[config.mk]
export PLATFORM = sky130hd
export DESIGN_NAME = wdt_top
export DESIGN_NICKNAME = d
export VERILOG_FILES = /design/src/hw/wdt_pkg.sv /design/src/hw/wdt_svc_seq.sv /design/src/hw/wdt_tick_gen.sv /design/src/hw/wdt_top.sv
export VERILOG_INCLUDE_DIRS = /design/src /design/src/hw
export SDC_FILE = /design/constraint.sdc
export NUM_CORES = 1
export LEC_CHECK = 0
export BUFFER_PORTS_ARGS = -buffer_cell sky130_fd_sc_hd__buf_2
export CAP_MARGIN = 30
export CORE_UTILIZATION = 55
export DETAILED_ROUTE_END_ITERATION = 10
export GPL_ROUTABILITY_DRIVEN = 0
export PLACE_DENSITY = 0.76
export SYNTH_ARGS = -nofsm -noshare
export SYNTH_HDL_FRONTEND = slang
export SYNTH_HIERARCHICAL = 1
export SYNTH_SLANG_ARGS = --single-unit
[constraint.sdc]
create_clock -name clk_sys -period 3.9 [get_ports clk_sys]
set_input_delay 0.975 -clock clk_sys [delete_from_list [all_inputs] [get_ports clk_sys]]
set_output_delay 0.975 -clock clk_sys [all_outputs]
set_load 0.01 [all_outputs]
[src/hw/wdt_cfg.svh]
// Purpose: constants for the windowed watchdog timer
// Assumes: 50 MHz system clock
// Notes:   timeout table for the non-default selections is parametric
`ifndef WDT_CFG_SVH
`define WDT_CFG_SVH

// service byte values
`define WDT_SVC_FIRST      8'h55
`define WDT_SVC_SECOND     8'hAA

// system_options_one field: watchdog_timeout_select
`define WDT_TSEL_LSB       6
`define WDT_TSEL_MSB       7
`define WDT_TSEL_RST       2'h3

// system_options_two fields
`define WDT_CLKS_BIT       0
`define WDT_WIN_BIT        1
`define WDT_CLKS_RST       1'h1
`define WDT_WIN_RST        1'h0

// timing
`define WDT_CLK_HZ         50000000
`define WDT_SLOW_HZ        1000
`define WDT_SLOW_DIV       (`WDT_CLK_HZ / `WDT_SLOW_HZ)
`define WDT_LONG_LOG2      10

`endif

[src/hw/wdt_pkg.sv]
// Purpose: types for the windowed watchdog timer
// Assumes: nothing
// Notes:   timer state encodings
package wdt_pkg;

    typedef enum logic [2:0] {
        WDT_OFF   = 3'b001,
        WDT_RUN   = 3'b010,
        WDT_HOLD  = 3'b100
    } wdt_state_type;

    typedef logic [1:0] wdt_tsel_type;

endpackage : wdt_pkg

[src/hw/wdt_svc_seq.sv]
// Purpose: service sequence decoder for the watchdog
// Assumes: one write strobe per byte
// Notes:   pulses are registered, one cycle after the write
`timescale 1ns/1ps
`include "wdt_cfg.svh"

module wdt_svc_seq (
    // clock and reset
    input  wire logic       clk_sys,
    input  wire logic       reset,
    // write port
    input  wire logic       wr_en,
    input  wire logic [7:0] wr_data,
    // results
    output logic            first_seen,
    output logic            done,
    output logic            bad_value
);

    logic armed_ff;
    logic nxt_armed;
    logic done_ff;
    logic nxt_done;
    logic bad_ff;
    logic nxt_bad;
    logic first_ff;
    logic nxt_first;

    ////////////////////////////////////////////////////////////////////
    always_comb
    begin
        nxt_armed = armed_ff;
        nxt_done  = 1'b0;
        nxt_bad   = 1'b0;
        nxt_first = 1'b0;
        if (wr_en)
        begin
            if (wr_data == `WDT_SVC_FIRST)
            begin
                nxt_armed = 1'b1;
                nxt_first = 1'b1;
            end
            else if (wr_data == `WDT_SVC_SECOND)
            begin
                nxt_done  = armed_ff;
                nxt_armed = 1'b0;
            end
            else
            begin
                nxt_bad   = 1'b1;
                nxt_armed = 1'b0;
            end
        end
    end

    always_ff @(posedge clk_sys or posedge reset)
    begin
        if (reset)
        begin
            armed_ff <= 1'b0;
            done_ff  <= 1'b0;
            bad_ff   <= 1'b0;
            first_ff <= 1'b0;
        end
        else
        begin
            armed_ff <= nxt_armed;
            done_ff  <= nxt_done;
            bad_ff   <= nxt_bad;
            first_ff <= nxt_first;
        end
    end

    assign done       = done_ff;
    assign bad_value  = bad_ff;
    assign first_seen = first_ff;

endmodule : wdt_svc_seq

[src/hw/wdt_tick_gen.sv]
// Purpose: slow tick generator for the watchdog counter
// Assumes: clk_sys at 50 MHz
// Notes:   clear restarts the divider phase
`timescale 1ns/1ps
`include "wdt_cfg.svh"

module wdt_tick_gen #(
    parameter int DIV = `WDT_SLOW_DIV
) (
    // clock and reset
    input  wire logic clk_sys,
    input  wire logic reset,
    // control
    input  wire logic clear,
    // output
    output logic      tick
);

    localparam int CW = $clog2(DIV);

    logic [CW-1:0] cnt_ff;
    logic [CW-1:0] nxt_cnt;
    logic          tick_ff;
    logic          nxt_tick;

    ////////////////////////////////////////////////////////////////////
    always_comb
    begin
        nxt_tick = 1'b0;
        nxt_cnt  = cnt_ff + 1'b1;
        if (clear)
        begin
            nxt_cnt = '0;
        end
        else if (cnt_ff == CW'(DIV - 1))
        begin
            nxt_cnt  = '0;
            nxt_tick = 1'b1;
        end
    end

    always_ff @(posedge clk_sys or posedge reset)
    begin
        if (reset)
        begin
            cnt_ff  <= '0;
            tick_ff <= 1'b0;
        end
        else
        begin
            cnt_ff  <= nxt_cnt;
            tick_ff <= nxt_tick;
        end
    end

    assign tick = tick_ff;

endmodule : wdt_tick_gen

[src/hw/wdt_top.sv]
// Purpose: windowed watchdog timer with write-once option registers
// Assumes: byte writes arrive as single-cycle strobes on clk_sys
// Notes:   cause bit clears on block reset; system keeps its own copy
`timescale 1ns/1ps
`include "wdt_cfg.svh"

module wdt_top #(
    parameter int BUS_LOG2_1  = 13,
    parameter int BUS_LOG2_2  = 16,
    parameter int BUS_LOG2_3  = 18,
    parameter int SLOW_LOG2_1 = 5,
    parameter int SLOW_LOG2_2 = 8,
    parameter int SLOW_DIV    = `WDT_SLOW_DIV
) (
    // clock and reset
    input  wire logic                  clk_sys,
    input  wire logic                  reset,
    // reset cause from the system reset logic
    input  wire logic                  por_cause,
    // register writes
    input  wire logic                  status_wr,
    input  wire logic [7:0]            status_wdata,
    input  wire logic                  opt_one_wr,
    input  wire logic [7:0]            opt_one_wdata,
    input  wire logic                  opt_two_wr,
    input  wire logic [7:0]            opt_two_wdata,
    // low power and debug
    input  wire logic                  stop_mode,
    input  wire logic                  debug_mode,
    // outputs
    output logic                       system_reset_req,
    output logic                       cause_watchdog,
    output wdt_pkg::wdt_tsel_type      timeout_select,
    output logic                       clock_select,
    output logic                       window_enable,
    output logic                       watchdog_running
);

    import wdt_pkg::*;

    localparam int CW = 19;

    ////////////////////////////////////////////////////////////////////
    // option registers
    // first write to each locks it
    wdt_tsel_type  tsel_ff;
    wdt_tsel_type  nxt_tsel;
    logic          clks_ff;
    logic          nxt_clks;
    logic          win_ff;
    logic          nxt_win;
    logic          lock_one_ff;
    logic          nxt_lock_one;
    logic          lock_two_ff;
    logic          nxt_lock_two;
    logic          opt_init;

    always_comb
    begin
        nxt_tsel     = tsel_ff;
        nxt_clks     = clks_ff;
        nxt_win      = win_ff;
        nxt_lock_one = lock_one_ff;
        nxt_lock_two = lock_two_ff;
        opt_init     = 1'b0;
        if (opt_one_wr && !lock_one_ff)
        begin
            nxt_tsel     = opt_one_wdata[`WDT_TSEL_MSB:`WDT_TSEL_LSB];
            nxt_lock_one = 1'b1;
            opt_init     = 1'b1;
        end
        if (opt_two_wr && !lock_two_ff)
        begin
            nxt_clks     = opt_two_wdata[`WDT_CLKS_BIT];
            nxt_win      = opt_two_wdata[`WDT_WIN_BIT];
            nxt_lock_two = 1'b1;
            opt_init     = 1'b1;
        end
    end

    always_ff @(posedge clk_sys or posedge reset)
    begin
        if (reset)
        begin
            tsel_ff     <= `WDT_TSEL_RST;
            clks_ff     <= `WDT_CLKS_RST;
            win_ff      <= `WDT_WIN_RST;
            lock_one_ff <= 1'b0;
            lock_two_ff <= 1'b0;
        end
        else
        begin
            tsel_ff     <= nxt_tsel;
            clks_ff     <= nxt_clks;
            win_ff      <= nxt_win;
            lock_one_ff <= nxt_lock_one;
            lock_two_ff <= nxt_lock_two;
        end
    end

    ////////////////////////////////////////////////////////////////////
    // service decode and slow tick
    logic svc_done;
    logic svc_bad;
    logic slow_tick;
    logic lowpwr;
    logic tick_clear;

    assign lowpwr = stop_mode | debug_mode;

    wdt_svc_seq u_svc (
        .clk_sys    (clk_sys),
        .reset      (reset),
        .wr_en      (status_wr),
        .wr_data    (status_wdata),
        .first_seen (),
        .done       (svc_done),
        .bad_value  (svc_bad)
    );

    wdt_tick_gen #(
        .DIV (SLOW_DIV)
    ) u_tick (
        .clk_sys (clk_sys),
        .reset   (reset),
        .clear   (tick_clear),
        .tick    (slow_tick)
    );

    ////////////////////////////////////////////////////////////////////
    // timeout selection
    logic [4:0] limit_log2;

    always_comb
    begin
        limit_log2 = 5'(`WDT_LONG_LOG2);
        unique case ({clks_ff, tsel_ff})
            // bus clock selections
            3'b001:  limit_log2 = 5'(BUS_LOG2_1);
            3'b010:  limit_log2 = 5'(BUS_LOG2_2);
            3'b011:  limit_log2 = 5'(BUS_LOG2_3);
            // 1 kHz source selections
            3'b101:  limit_log2 = 5'(SLOW_LOG2_1);
            3'b110:  limit_log2 = 5'(SLOW_LOG2_2);
            3'b111:  limit_log2 = 5'(`WDT_LONG_LOG2);
            default: limit_log2 = 5'(`WDT_LONG_LOG2);
        endcase
    end

    logic [CW-1:0] limit;
    logic [CW-1:0] win_start;

    assign limit     = CW'(1) << limit_log2;
    assign win_start = limit - (limit >> 2);

    ////////////////////////////////////////////////////////////////////
    // counter state machine
    // run, hold in low power, off when disabled
    wdt_state_type state_ff;
    wdt_state_type nxt_state;
    logic [CW-1:0] cnt_ff;
    logic [CW-1:0] nxt_cnt;
    logic          rst_req_ff;
    logic          nxt_rst_req;
    logic          cause_ff;
    logic          nxt_cause;
    logic          enabled;
    logic          step;
    logic          windowed;
    logic          early;

    assign enabled    = (tsel_ff != 2'h0);
    assign windowed   = win_ff && !clks_ff;
    assign early      = windowed && (cnt_ff < win_start);
    assign step       = clks_ff ? slow_tick : 1'b1;
    assign tick_clear = opt_init || svc_done || lowpwr;

    // immediate reset requests
    logic bad_req;
    logic early_req;

    assign bad_req   = svc_bad;
    assign early_req = svc_done && early && enabled;

    always_comb
    begin
        nxt_state   = state_ff;
        nxt_cnt     = cnt_ff;
        nxt_rst_req = 1'b0;
        nxt_cause   = cause_ff;
        if (por_cause)
        begin
            nxt_cause = 1'b0;
        end
        unique case (state_ff)
            WDT_OFF:
            begin
                nxt_cnt = '0;
                if (enabled)
                begin
                    nxt_state = WDT_RUN;
                end
            end
            WDT_RUN:
            begin
                if (!enabled)
                begin
                    nxt_state = WDT_OFF;
                    nxt_cnt   = '0;
                end
                else if (lowpwr)
                begin
                    nxt_state = WDT_HOLD;
                    if (clks_ff)
                    begin
                        nxt_cnt = '0;
                    end
                end
                else if (opt_init)
                begin
                    nxt_cnt = '0;
                end
                else if (svc_done)
                begin
                    nxt_cnt = '0;
                end
                else if (step)
                begin
                    if (cnt_ff >= limit - 1'b1)
                    begin
                        nxt_rst_req = 1'b1;
                        nxt_cause   = 1'b1;
                        nxt_cnt     = '0;
                    end
                    else
                    begin
                        nxt_cnt = cnt_ff + 1'b1;
                    end
                end
            end
            WDT_HOLD:
            begin
                if (clks_ff)
                begin
                    nxt_cnt = '0;
                end
                else if (opt_init || svc_done)
                begin
                    nxt_cnt = '0;
                end
                if (!enabled)
                begin
                    nxt_state = WDT_OFF;
                    nxt_cnt   = '0;
                end
                else if (!lowpwr)
                begin
                    nxt_state = WDT_RUN;
                end
            end
            default:
            begin
                nxt_state = WDT_OFF;
            end
        endcase
        if (bad_req || early_req)
        begin
            nxt_rst_req = 1'b1;
        end
    end

    always_ff @(posedge clk_sys or posedge reset)
    begin
        if (reset)
        begin
            state_ff   <= WDT_RUN;
            cnt_ff     <= '0;
            rst_req_ff <= 1'b0;
            cause_ff   <= 1'b0;
        end
        else
        begin
            state_ff   <= nxt_state;
            cnt_ff     <= nxt_cnt;
            rst_req_ff <= nxt_rst_req;
            cause_ff   <= nxt_cause;
        end
    end

    ////////////////////////////////////////////////////////////////////
    // outputs
    logic running_ff;
    logic nxt_running;

    always_comb
    begin
        nxt_running = (nxt_state == WDT_RUN);
    end

    always_ff @(posedge clk_sys or posedge reset)
    begin
        if (reset)
        begin
            running_ff <= 1'b1;
        end
        else
        begin
            running_ff <= nxt_running;
        end
    end

    assign system_reset_req = rst_req_ff;
    assign cause_watchdog   = cause_ff;
    assign timeout_select   = tsel_ff;
    assign clock_select     = clks_ff;
    assign window_enable    = win_ff;
    assign watchdog_running = running_ff;

endmodule : wdt_top

======== After elaboration in Yosys (flattened, before gate mapping) ========
Cells that the tools add are included.
storage, ports and cells
  bits in registers ....................... 51
  bits of input ports ..................... 32
  output and inout bits ................... 7
  logic and storage cells ................. 101
cells by class
  add/sub/neg operators ................... 4
  order comparisons ....................... 2
  equality and inequality tests ........... 15
  shift-type cells ........................ 1
  muxes and demuxes ....................... 48
  bitwise gates (word level) .............. 1
  reduce and logical (&&, ||, !) cells .... 15
operator list
  operator                                                                 count
  19-bit two-way mux                                                       10
  19-bit one-hot mux with 3 select lines                                   1
  16-bit two-way mux                                                       2
  1-bit two-way mux                                                        28
  5-bit one-hot mux with 5 select lines                                    1
  19-bit by 1-bit adder with 19-bit output, second input constant          1
  19-bit >= comparator                                                     1
  19-bit less-than comparator                                              1
  1-bit by 5-bit << shifter with 19-bit output, first input constant       1
  19-bit by 1-bit subtractor with 19-bit output, second input constant     1
  19-bit by 17-bit subtractor with 19-bit output                           1
  16-bit by 1-bit adder with 16-bit output, second input constant          1
  16-bit == test, second input constant                                    1
  3-bit two-way mux                                                        5
  3-bit by 2-bit == test with 1-bit output, second input constant          4
  3-bit == test, second input constant                                     3
  3-bit one-hot mux with 3 select lines                                    1
  8-bit by 7-bit == test with 1-bit output, second input constant          1
  8-bit == test, second input constant                                     1
  4-bit inequality test, second input constant                             2
  3-bit by 1-bit == test with 1-bit output, second input constant          2
  1-bit logical AND                                                        6
  6-bit by 5-bit inequality test with 1-bit output, second input constant  1
  4-bit AND reduction                                                      1
  5 further kinds                                                          9

======== Depth between registers and ports, before layout ========
  depth after elaboration ................. 13
  depth in mapped cells ................... 17
  gate-level depth less buffers ........... 16

======== Modules after synthesis ========
Netlist, hierarchy kept.
by module, submodules not included
  module        times used  cells an instance  area an instance (um^2)  seq. area each (um^2)
  wdt_top       1           364                3121.7                   782.0
  wdt_tick_gen  1           83                 823.3                    425.4
  wdt_svc_seq   1           18                 215.2                    100.1

======== Worst setup path after synthesis ========
OpenSTA, ideal clock, no wires.
  path type ............................... reg-to-reg
  from .................................... register tsel_ff[0] (netlist: timeout_select[0])
  to ...................................... register rst_req_ff (netlist: system_reset_req)
  setup time .............................. 0.070 ns
  arrival ................................. 3.512 ns
  required time ........................... 3.830 ns
  slack ................................... 0.318 ns
  stages on the path, launching flop included .. 17
  path buffers ............................ 0
  period minus slack after synthesis ...... 3.582 ns
  path through ............................ dfstp_2 -> nor2b_1 -> nand2_1 -> ha_1 -> o21a_1 -> o31a_1 -> nor2_1 -> o211ai_1 -> a221oi_1 -> o21ai_0 -> xor2_1 -> ha_1 -> nand4_1 -> nor2_1 -> a2111oi_0 -> o2111ai_1 -> nand3b_1
on the way
  longest elaborated chain between the ends .. 13
  elaborated cells between the ends (all ways) .. 24
  those cells by class .................... add/sub: 2; order compare: 2; eq/ne: 5; shift: 1; mux: 9; reduce/logical: 5
RTL lines
  item                                           RTL line        RTL
  start, declared                                wdt_top.sv:46   wdt_tsel_type tsel_ff;
  start signal, assigned                         wdt_top.sv:85   tsel_ff <= `WDT_TSEL_RST;
  start signal, assigned                         wdt_top.sv:93   tsel_ff <= nxt_tsel;
  3-bit == test, or another cell as far along    wdt_top.sv:137  unique case ({clks_ff, tsel_ff})
  5-bit one-hot mux with 5 select lines          wdt_top.sv:137
  1-bit by 5-bit << shifter with 19-bit output   wdt_top.sv:153  assign limit = CW'(1) << limit_log2;
  19-bit by 1-bit subtractor with 19-bit output  wdt_top.sv:229  if (cnt_ff >= limit - 1'b1)
  19-bit >= comparator                           wdt_top.sv:229
  1-bit two-way mux                              wdt_top.sv:229
  1-bit two-way mux                              wdt_top.sv:227  else if (step)
  1-bit two-way mux                              wdt_top.sv:223  else if (svc_done)
  1-bit two-way mux                              wdt_top.sv:219  else if (opt_init)
  1-bit two-way mux                              wdt_top.sv:211  else if (lowpwr)
  1-bit two-way mux                              wdt_top.sv:206  if (!enabled)
  1-bit two-way mux                              wdt_top.sv:195  unique case (state_ff)
  1-bit two-way mux (*)                          wdt_top.sv:266  if (bad_req || early_req)
  via nxt_rst_req                                wdt_top.sv:164  logic nxt_rst_req;
  end signal, assigned                           wdt_top.sv:285  rst_req_ff <= nxt_rst_req;
  end, declared                                  wdt_top.sv:163  logic rst_req_ff;
The timed path passes the listed nets; every way through them passes the cells marked *.
A chain may end at the register's enable or synchronous reset.

======== Worst setup path in the final report ========
Ends and elaborated chain as after synthesis.

==> impl_metrics.env <==
export IMPL_highest_layer="met4"
export IMPL_maxCapViolCount=0
export IMPL_max_clock_path_buffers=2
export IMPL_critical_path_buf_inv_count=1
export IMPL_cts_max_level=2
export IMPL_drtIter0Drc=109
export IMPL_maxSlewHeadroom_pct=54.6
export IMPL_worst_slew_pin_slew_ns=0.681
export IMPL_core_um2=7250
export IMPL_clkTransAtPathRegs_ns=0.10
export IMPL_drive_gt1_share_pct=15.1
export IMPL_start_util_pct=57.0
export IMPL_rrSetupSlack_ns=0.27
export IMPL_fin_nets=594
export IMPL_finalCriticalPeriod_ns=3.63
export IMPL_syn_area_per_cell_um2=8.92
export IMPL_powerDensity_nw_per_um2=325
export IMPL_grt_pass1_wl_um=14500
export IMPL_crit_arrival_ns=3.88
export IMPL_post_route_period_util_pct=93.1
export IMPL_dieHeight_um=88.7
export IMPL_io_pins=39
export IMPL_outcome="completed"
export IMPL_synthCells=463
export IMPL_max_freq_ghz=0.276
export IMPL_antenna_left=0
export IMPL_hp_class="reg2reg"
export IMPL_end_kind="flop"
export IMPL_grt_overflow=0
export IMPL_leakage_uw=0.00210
export IMPL_slowest_delay_ns=0.54
export IMPL_die_area_um2=7860
export IMPL_postCtsHoldBufs=0
export IMPL_rows=31
export IMPL_wl_met1_um=4290
export IMPL_vias=3521
export IMPL_crit_path_frequent_cell="ha_1"
export IMPL_grt_pass1_vias=3258
export IMPL_clock_sinks=51
export IMPL_drt_wl_total_um=8900
export IMPL_hold_viol=0
export IMPL_crit_fanout=4
export IMPL_worstPathCellList="nor2b_2 > nand2_1 > ha_1 > o21a_1 > o31a_1 > nor2_2 > o211ai_1 > a221oi_1 > buf_4 > o21ai_0 > ha_1 > nand4_1 > nor2_1 > a2111oi_1 > o2111ai_1 > nand3b_1"
export IMPL_finalSetupViolCount=0
export IMPL_route_detailed_drc=0
export IMPL_post_cts_buffers=0
export IMPL_vias_per_cell=5.73
export IMPL_synth_area_um2=4130
export IMPL_power_uw=1490
export IMPL_cp_start_kind="flop"
export IMPL_post_place_cells=606
export IMPL_fin_cells=614
export IMPL_ys_warn_count=6
export IMPL_grt_max_degree=18
export IMPL_setup_tns_ns=0
export IMPL_diodes=0
export IMPL_layout_setup_ws_ns=0.271
export IMPL_dr_wl_met2_um=4250
export IMPL_cts_buffers=5
export IMPL_pre_cts_ws_ns=0.0483
export IMPL_critPathSlowestCell="dfstp_2"
export IMPL_grt_util_all_layers_pct=23.6
export IMPL_cp_top_family="compound AO/OA/AOI/OAI gates"
export IMPL_rsz0062_at_grt="false"
export IMPL_io_buffers=26
export IMPL_ir_drop_mv=0.220
export IMPL_die_w_um=88.7
export IMPL_crit_type="reg2reg"
export IMPL_root_buffer="clkbuf_8"
export IMPL_antenna_found_initial=0
export IMPL_required_ns=4.15
export IMPL_area_growth_pct=11.0
export IMPL_finalClockSkew_ns=0.00901
export IMPL_ctsResizeCount=0
export IMPL_dp_hpwl_um=6980
export IMPL_drt_pass1_iterations=4
export IMPL_wl_met3_um=225
export IMPL_wire_per_inst_um=14.5
export IMPL_cts_tree="yes"
export IMPL_maxSlewViolCount=0
export IMPL_whs_ns=0.466
export IMPL_insertion_delay_ns=0.31
==> report_power, final <==
group / switching, uW / internal [uW] / leakage (uW)
combinational: 323 / 255 / 0.00138
sequential: 24.6 / 564 / 0.000674
clock: 180 / 145 / 0.0000474
total: 528 / 963 / 0.00210
==> state kept, by name (all words and copies together), names as in the netlist <==
name              cells
u_svc/armed_ff        1
window_enable         1
cnt_ff               19
clock_select          1
timeout_select        2
u_tick/cnt_ff        16
state_ff              3
u_tick/tick           1
system_reset_req      1
u_svc/bad_value       1
cause_watchdog        1
lock_two_ff           1
lock_one_ff           1
u_svc/done            1
watchdog_running      1
==> cell type report <==
class                   count  area (um2)
clock inverters             2        16.3
clock buffers               6        82.6
inverters                  23        86.3
multi-input cells         398        2780
repair buffers             35         218
well taps                  99         124
flip-flops and latches     51        1280
fillers                   646        2670
==> per-stage QoR <==
stage | area [um2] | util [%]
final | 4590 | 63.2
after global routing | 4590 | 63.2
after CTS | 4560 | 62.8
after detailed placement | 4460 | 61.5
after global placement | 4430 | 61.1
after floorplan | 4210 | -
==> path summary, 6_finish.rpt <==
kind / start / cells past startpoint / to
setup / recovery: timeout_select[0] / 16 / system_reset_req
hold / removal: u_tick/cnt_ff[0] / 1 / u_tick/cnt_ff[0]
setup reg to reg: timeout_select[0] / 16 / system_reset_req
hold reg to reg: u_tick/cnt_ff[0] / 1 / u_tick/cnt_ff[0]
max in group asynchronous: reset / 3 / clock_select
min in group asynchronous: reset / 2 / u_svc/armed_ff
==> routing by layer <==
layer,up-vias,global-route usage [%]
met5,-,0
met4,0,8.36
met3,13,3.26
met2,59,39.3
met1,1659,31.5
li1,1790,-
==> cells in the final DEF (no fill, tap or decap), types with 8 or more instances in the layout <==
cell and instances:
ha_1 48, dfrtp_1 46, nand2_1 41, nor2_1 40
buf_2 26, inv_1 23, conb_1 22, a21oi_1 21
o21ai_0 20, nand3_1 18, nor3_1 15, xnor2_1 15
nand4_1 12, nor2b_1 10, and3_1 8, a22o_1 8
xor2_1 8, buf_4 8
No activity file was read; power rests on OpenSTA's default activity.
